`src/logic/rse_pkg.sv`:
```
package rse_pkg;
  // Instruction word and operand widths
  localparam int unsigned WORD_W = 14;
  localparam int unsigned DATA_W = 8;
  localparam int unsigned ADDR_W = 7;
  // Opcode fields: bits 13:8 for byte ops, bits 13:9 for literal ops
  localparam logic [5:0] OP_ROT_RIGHT = 6'h0c;
  localparam logic [5:0] OP_ROT_LEFT = 6'h0d;
  localparam logic [5:0] OP_REG_SUB = 6'h02;
  localparam logic [4:0] OP_LIT_SUB = 5'h1e;
  localparam logic [13:0] OP_SLEEP = 14'h0063;
  // Field positions
  localparam int unsigned DEST_BIT = 7;
  // Status flag and accumulator values after reset
  localparam logic RESET_CARRY = 1'b0;
  localparam logic RESET_DCARRY = 1'b0;
  localparam logic RESET_ZERO = 1'b0;
  localparam logic RESET_POWER_DOWN = 1'b1;
  localparam logic RESET_EXPIRY = 1'b1;
  localparam logic [7:0] RESET_ACC = 8'h00;
  // Watchdog widths and reset values
  localparam int unsigned WDOG_W = 8;
  localparam int unsigned PRESC_W = 8;
  localparam logic [7:0] WDOG_CLEAR = 8'h00;
  localparam logic [7:0] PRESC_CLEAR = 8'h00;
  // Operation classes from the decoder
  typedef enum logic [2:0] {
    RSE_OP_NONE = 3'b000,
    RSE_OP_RRC = 3'b001,
    RSE_OP_RLC = 3'b010,
    RSE_OP_SUBL = 3'b011,
    RSE_OP_SUBF = 3'b100,
    RSE_OP_SLEEP = 3'b101
  } rse_op_type;
  // Core run state
  typedef enum logic [0:0] {
    RSE_RUN = 1'b0,
    RSE_HALT = 1'b1
  } rse_state_type;
endpackage

```
`src/logic/rse_dec_if.sv`:
```
`timescale 1ns/10ps
// Decoded instruction fields between decoder and execute core
interface rse_dec_if;
  rse_pkg::rse_op_type op;
  logic dest_reg;
  logic [7:0] literal;
  logic [6:0] addr;
  modport dec (output op, output dest_reg, output literal, output addr);
  modport exe (input op, input dest_reg, input literal, input addr);
endinterface

```
`src/logic/rse_core.sv`:
```
// The address map and the address-and-strobe port were chosen for this implementation.
`timescale 1ns/10ps
// Overview of operation
// - Right rotate moves bits toward 0, carry into bit 7, bit 0 to carry.
// - Left rotate moves bits toward 7, carry into bit 0, bit 7 to carry.
// - Destination bit zero writes result to accumulator only.
// - Destination bit one writes result back to the file register.
// - Each rotate is one word and finishes in one instruction cycle.
// - Literal subtract gives literal minus accumulator into accumulator.
// - Register subtract gives file minus accumulator to chosen destination.
// - Subtract carry is one for no borrow, zero on borrow.
// - Sleep clears watchdog counter and its prescaler.
// - Sleep clears power-down flag and sets expiry flag.
// - Sleep halts the core with the oscillator stopped.
// - Sleep is recognised by its full fixed opcode.
module rse_core (
  // Clock and reset
  input wire logic clk,
  input wire logic reset,
  // Instruction stream, one word per instruction cycle
  input wire logic [13:0] instr,
  input wire logic instr_valid,
  // File register space
  input wire logic [7:0] file_rdata,
  output logic [6:0] file_addr,
  output logic [7:0] file_wdata,
  output logic file_we,
  // Watchdog tick from its own divider
  input wire logic wdog_tick,
  input wire logic wake,
  // Core state
  output logic [7:0] acc,
  output logic carry,
  output logic dcarry,
  output logic zero,
  output logic power_down_flag,
  output logic expiry_flag,
  output logic [7:0] watchdog_counter,
  output logic [7:0] wdog_prescaler,
  output logic osc_run,
  output logic halted
);
  rse_dec_if dec_bus ();
  rse_pkg::rse_state_type state;
  rse_pkg::rse_state_type next_state;
  logic [7:0] alu_result;
  logic alu_carry;
  logic alu_dcarry;
  logic alu_zero;

  // Instruction decoding
  rse_decoder u_dec (
    .instr(instr),
    .instr_valid(instr_valid && (state == rse_pkg::RSE_RUN)),
    .dec(dec_bus)
  );

  // Datapath
  rse_alu u_alu (
    .op(dec_bus.op),
    .acc(acc),
    .file_data(file_rdata),
    .literal(dec_bus.literal),
    .carry_in(carry),
    .result(alu_result),
    .carry_out(alu_carry),
    .dcarry_out(alu_dcarry),
    .zero_out(alu_zero)
  );

  // Operation classes
  wire logic is_rot = (dec_bus.op == rse_pkg::RSE_OP_RRC) ||
                      (dec_bus.op == rse_pkg::RSE_OP_RLC);
  wire logic is_subf = dec_bus.op == rse_pkg::RSE_OP_SUBF;
  wire logic is_subl = dec_bus.op == rse_pkg::RSE_OP_SUBL;
  wire logic is_sub = is_subf || is_subl;
  wire logic is_sleep = dec_bus.op == rse_pkg::RSE_OP_SLEEP;
  wire logic has_dest = is_rot || is_subf;
  // Destination steering
  wire logic to_file = has_dest && dec_bus.dest_reg;
  wire logic to_acc = (has_dest && !dec_bus.dest_reg) || is_subl;
  wire logic [7:0] next_acc = to_acc ? alu_result : acc;
  wire logic next_carry = (is_rot || is_sub) ? alu_carry : carry;
  wire logic next_dcarry = is_sub ? alu_dcarry : dcarry;
  wire logic next_zero = is_sub ? alu_zero : zero;

  // Run and halt state
  always_comb begin
    next_state = state;
    case (state)
      rse_pkg::RSE_RUN: begin
        if (is_sleep) begin
          next_state = rse_pkg::RSE_HALT;
        end
      end
      rse_pkg::RSE_HALT: begin
        if (wake) begin
          next_state = rse_pkg::RSE_RUN;
        end
      end
      default: begin
        next_state = rse_pkg::RSE_RUN;
      end
    endcase
  end

  // File register address always follows the operand
  assign file_addr = dec_bus.addr;

  // State register
  always_ff @(posedge clk) begin
    if (reset) begin
      state <= rse_pkg::RSE_RUN;
    end else begin
      state <= next_state;
    end
  end

  // Accumulator and arithmetic flags, one cycle per instruction
  always_ff @(posedge clk) begin
    if (reset) begin
      acc <= rse_pkg::RESET_ACC;
      carry <= rse_pkg::RESET_CARRY;
      dcarry <= rse_pkg::RESET_DCARRY;
      zero <= rse_pkg::RESET_ZERO;
    end else begin
      acc <= next_acc;
      carry <= next_carry;
      dcarry <= next_dcarry;
      zero <= next_zero;
    end
  end

  // File write-back, one cycle strobe
  always_ff @(posedge clk) begin
    if (reset) begin
      file_we <= 1'b0;
      file_wdata <= 8'h00;
    end else begin
      file_we <= to_file;
      file_wdata <= alu_result;
    end
  end

  // Power status flags
  always_ff @(posedge clk) begin
    if (reset) begin
      power_down_flag <= rse_pkg::RESET_POWER_DOWN;
      expiry_flag <= rse_pkg::RESET_EXPIRY;
    end else if (is_sleep) begin
      power_down_flag <= 1'b0;
      expiry_flag <= 1'b1;
    end
  end

  // Watchdog counter and prescaler
  always_ff @(posedge clk) begin
    if (reset || is_sleep) begin
      watchdog_counter <= rse_pkg::WDOG_CLEAR;
      wdog_prescaler <= rse_pkg::PRESC_CLEAR;
    end else if (wdog_tick) begin
      wdog_prescaler <= wdog_prescaler + 8'h01;
      if (wdog_prescaler == 8'hff) begin
        watchdog_counter <= watchdog_counter + 8'h01;
      end
    end
  end

  // Oscillator control and halt indication
  always_ff @(posedge clk) begin
    if (reset) begin
      osc_run <= 1'b1;
      halted <= 1'b0;
    end else begin
      osc_run <= (next_state == rse_pkg::RSE_RUN);
      halted <= (next_state == rse_pkg::RSE_HALT);
    end
  end
endmodule // rse_core

```
`src/logic/rse_decoder.sv`:
```
`timescale 1ns/10ps
module rse_decoder (
  // Instruction word
  input wire logic [13:0] instr,
  input wire logic instr_valid,
  // Decoded fields
  rse_dec_if.dec dec
);
  // Opcode matches
  wire logic hit_rrc = instr[13:8] == rse_pkg::OP_ROT_RIGHT;
  wire logic hit_rlc = instr[13:8] == rse_pkg::OP_ROT_LEFT;
  wire logic hit_subf = instr[13:8] == rse_pkg::OP_REG_SUB;
  wire logic hit_subl = instr[13:9] == rse_pkg::OP_LIT_SUB;
  wire logic hit_sleep = instr == rse_pkg::OP_SLEEP;

  // Operation select
  assign dec.op = !instr_valid ? rse_pkg::RSE_OP_NONE :
                  hit_rrc ? rse_pkg::RSE_OP_RRC :
                  hit_rlc ? rse_pkg::RSE_OP_RLC :
                  hit_subf ? rse_pkg::RSE_OP_SUBF :
                  hit_subl ? rse_pkg::RSE_OP_SUBL :
                  hit_sleep ? rse_pkg::RSE_OP_SLEEP :
                  rse_pkg::RSE_OP_NONE;
  // Operand fields
  assign dec.dest_reg = instr[rse_pkg::DEST_BIT];
  assign dec.literal = instr[7:0];
  assign dec.addr = instr[6:0];
endmodule // rse_decoder

```
`src/logic/rse_alu.sv`:
```
`timescale 1ns/10ps
module rse_alu (
  // Operands
  input wire rse_pkg::rse_op_type op,
  input wire logic [7:0] acc,
  input wire logic [7:0] file_data,
  input wire logic [7:0] literal,
  input wire logic carry_in,
  // Results
  output logic [7:0] result,
  output logic carry_out,
  output logic dcarry_out,
  output logic zero_out
);
  // Subtraction as minuend plus inverted acc plus one
  wire logic [7:0] minuend = (op == rse_pkg::RSE_OP_SUBL) ? literal
                                                            : file_data;
  wire logic [8:0] diff = {1'b0, minuend} + {1'b0, ~acc} + 9'h001;
  wire logic [4:0] low_diff = {1'b0, minuend[3:0]} + {1'b0, ~acc[3:0]}
                              + 5'h01;
  // Rotates through carry
  wire logic [7:0] rot_r = {carry_in, file_data[7:1]};
  wire logic [7:0] rot_l = {file_data[6:0], carry_in};
  wire logic is_sub = (op == rse_pkg::RSE_OP_SUBL) ||
                      (op == rse_pkg::RSE_OP_SUBF);

  // Result and flag select
  assign result = (op == rse_pkg::RSE_OP_RRC) ? rot_r :
                  (op == rse_pkg::RSE_OP_RLC) ? rot_l :
                  diff[7:0];
  assign carry_out = (op == rse_pkg::RSE_OP_RRC) ? file_data[0] :
                     (op == rse_pkg::RSE_OP_RLC) ? file_data[7] :
                     diff[8];
  assign dcarry_out = low_diff[4];
  assign zero_out = is_sub && (diff[7:0] == 8'h00);
endmodule // rse_alu

```
`config.mk`:
```
export PLATFORM = sky130hd
export DESIGN_NAME = rse_core
export DESIGN_NICKNAME = d
export VERILOG_FILES = /design/src/logic/rse_pkg.sv /design/src/logic/rse_dec_if.sv /design/src/logic/rse_core.sv /design/src/logic/rse_decoder.sv /design/src/logic/rse_alu.sv
export SDC_FILE = /design/constraint.sdc
export NUM_CORES = 1
export LEC_CHECK = 0
export BUFFER_PORTS_ARGS = -buffer_cell sky130_fd_sc_hd__buf_2
export CORE_MARGIN = 1.5
export CORE_UTILIZATION = 47
export DETAILED_ROUTE_END_ITERATION = 7
export GPL_TIMING_DRIVEN = 0
export HOLD_SLACK_MARGIN = 0.03
export PLACE_DENSITY = 0.73
export SLEW_MARGIN = 20
export SYNTH_ARGS = -nofsm -noshare
export SYNTH_HDL_FRONTEND = slang
export SYNTH_HIERARCHICAL = 1
export SYNTH_SLANG_ARGS = --single-unit
```
`constraint.sdc`:
```
create_clock -name clk -period 5.8 [get_ports clk]
set_input_delay 0 -clock clk [delete_from_list [all_inputs] [get_ports clk]]
set_output_delay 0 -clock clk [all_outputs]
set_load 0.01 [all_outputs]
```
==> impl_metrics.ini <==
[outcome]
status = finished, final reports clean

[sta]
clock_skew_ps = 9.91
relSlewSlack = 0.448
min_period_ps = 4280
finalCritPeriodShare = 0.739
finalSetupTns_ps = 0
setup_viol = 0
final_hold_viol_count = 0
rsz0062_at_grt = no
maxSlewViolCount = 0
clock.fmax_mhz = 233
tightest_slew_ps = 829

[drt]
vias = 2369
avgViaCountPerCell = 5.09
firstDrtPassIters = 4
drt_wl_total_mm = 5.84
wire_per_inst_um = 12.6
drc = 0
ant_nets = 0
drt_iter0_drc = 122

[finish]
areaGrowthSynthToFinish_pct = 21.3
n_antenna_cell = 0
drive_gt1_frac = 0.334
final_nets = 432
fillerInstances = 497
design_area_um2 = 3150

[place]
detailedPlacementHpwl_mm = 4.60
placed_area_um2 = 3040
gp_congestion = 0.851
portBuffers = 72

[cts]
h-tree-depth = 2
holdBufCountCts = 2
clock_sinks = 39
ctsResizeCount = 0
cts.path.max_buffers = 2
clkTransAtPathRegs_ps = 80
worstSkewPairLatency_ps = 280
cts_root_buf = clkbuf_8
cts_tree = done
postCtsSetupBuffers = 0
numCtsBuffers = 5

[floorplan]
core_region_area_um2 = 5200
start_util = 0.498
core.rowCount = 26
io_pins = 74
die_y_um = 77.3
die-area_um2 = 5970
die_w_um = 77.3

[synth]
ys_warn_count = 6
syn_nets = 351
synth_cell_types = 50
syn-cell-area_um2 = 2590
netlist_instances = 313
ys.flop_type = dfxtp_1
syn_area_per_cell_um2 = 8.29
ys_seq_area_frac = 0.301
synthArstFlopShare = 0
synth_edf_count = 0
yosys_register_bits = 39

[setup_path]
cp-end-kind = flop
critPathKind = flop to flop
path_buf_inv = 1
critPathLaunchType = flop
cp_max_fo = 12
crit_chain = nor2b_1, nand4_1, o22ai_1, and2b_1, nand2_2, mux2i_1, ha_1, inv_1, fa_1, a21oi_1, o21ai_0, a21oi_1, xor2_1, a222oi_1, and2_1, nor2b_1, mux2_2
cp_data_required_time_ps = 5980
worst_path_max_delay_cell = o22ai_1
critical_path_arrival_ps = 4460
max_stage_delay_ps = 650
cp_top_family = compound AO/OA/AOI/OAI gates

[flow_run]
maxCapViolCount = 0

[pwr]
ir_worst_vdd_v = 0.000148
powerDensity_nw_per_um2 = 180
p_leak_nw = 1.39

[grt]
grt_pass1_wl_mm = 9.91
grt_max_degree = 14
antenna_found_initial = 0
overflow = 0
grtUsageTotal = 0.204
grt_pass1_vias = 2153

[worst_hold_path]
worst_hold_path_type = primary input to flop
-- cell usage after synthesis, drive strengths merged (2+ instances only) --
master / number / share of area
xnor2: 12 / 0.041
nor4: 4 / 0.017
nand3: 8 / 0.015
inv: 19 / 0.027
dfxtp: 39 / 0.30
mux2i: 7 / 0.027
mux2: 17 / 0.074
xor2: 8 / 0.027
ha: 10 / 0.048
and2: 4 / 0.0096
nand4: 5 / 0.014
clkbuf: 5 / 0.0072
o21ai: 16 / 0.031
nor2b: 21 / 0.051
o22ai: 3 / 0.0072
nor3: 7 / 0.015
a222oi: 3 / 0.012
a21oi: 24 / 0.049
a211oi: 2 / 0.0077
nand2b: 4 / 0.0096
nor2: 40 / 0.059
nand2: 13 / 0.020
a21o: 2 / 0.0063
buf: 23 / 0.060
nand3b: 2 / 0.0058
-- power by group --
part	switching (mW)	internal, mW	leakage [nW]
Clock	0.0898	0.0840	0.0412
Sequential	0.00338	0.276	0.317
Combinational	0.0596	0.0527	1.03
Total	0.153	0.412	1.39
-- layout make-up --
class | count | area [µm²] | share of cell area
clock buffers | 6 | 72.6 | 0.0231
clock inverters | 2 | 12.5 | 0.00398
well taps | 70 | 87.6 | 0.0278
inverters | 19 | 71.3 | 0.0227
flip-flops and latches | 39 | 781 | 0.248
repair buffers | 74 | 380 | 0.121
multi-input cells | 227 | 1570 | 0.498
plain buffers | 28 | 175 | 0.0557
-- metal layers --
layer	vias up	track usage	part of all wire
met4	0	0.0400	0.0094
met2	72	0.350	0.48
met3	6	0.0369	0.058
met5	-	0	0
met1	1071	0.267	0.45
li1	1220	-	-
-- path summary, 6_finish.rpt --
check,startpoint,to,slack (ps),depth (start not counted)
max,halted$_SDFF_PP0_,acc[6]$_SDFFE_PP0P_,1520,17
min reg2reg,power_down_flag$_SDFFE_PP1P_,power_down_flag$_SDFFE_PP1P_,450,1
min,wdog_tick,wdog_prescaler[0]$_SDFFE_PP0P_,40,3
max reg2reg,halted$_SDFF_PP0_,acc[6]$_SDFFE_PP0P_,1520,17
-- kinds of logic (layout without fill, tap and decap cells) --
group           after synthesis  after routing  synth area share
compound gates               55             55             0.134
xor+xnor                     20             20            0.0675
fa+ha+maj                    12             12            0.0603
buf+inv                      47            129            0.0950
flops                        39             39             0.301
mux                          24             24             0.101
other cells                   1              1           0.00145
simple gates                115            115             0.240
-- layout by cell type, fill, tap and decap left out, drive strengths merged, types with 2 or more instances in the layout --
master       count
dlygate4sd3      2
dfxtp           39
nor4             4
a222oi           3
o22ai            3
nor3             7
a21o             2
nor2b           21
buf             95
nand3            8
a211oi           2
nand2           13
inv             19
nand3b           2
nor2            40
and2             4
nand2b           4
xnor2           12
nand4            5
mux2i            7
mux2            17
o21ai           16
xor2             8
clkbuf          11
a21oi           24
ha              10
-- tightest hold or removal path: stages --
cell     delay (ps)
buf_2           130
xnor2_1          80
nor2_1           70
-- per-stage QoR --
step	hold slack (ps)	setup slack, ps	util	cells	power [mW]
6_report	36.4	1520	0.605	465	0.565
5_1_grt	90.3	1130	0.605	465	0.595
2_1_floorplan	80.9	2130	-	313	0.358
3_5_place_dp	261	1570	0.584	455	0.396
4_1_cts	39.5	1560	0.605	465	0.569
3_3_place_gp	248	1600	0.584	455	0.394
-- flip-flops by register name, summed over array words and instances (netlist names) --
name              flops
wdog_prescaler        8
halted                1
carry                 1
osc_run               1
dcarry                1
watchdog_counter      8
acc                   8
zero                  1
file_wdata            8
power_down_flag       1
file_we               1
No activity file was read; power rests on OpenSTA's default activity.
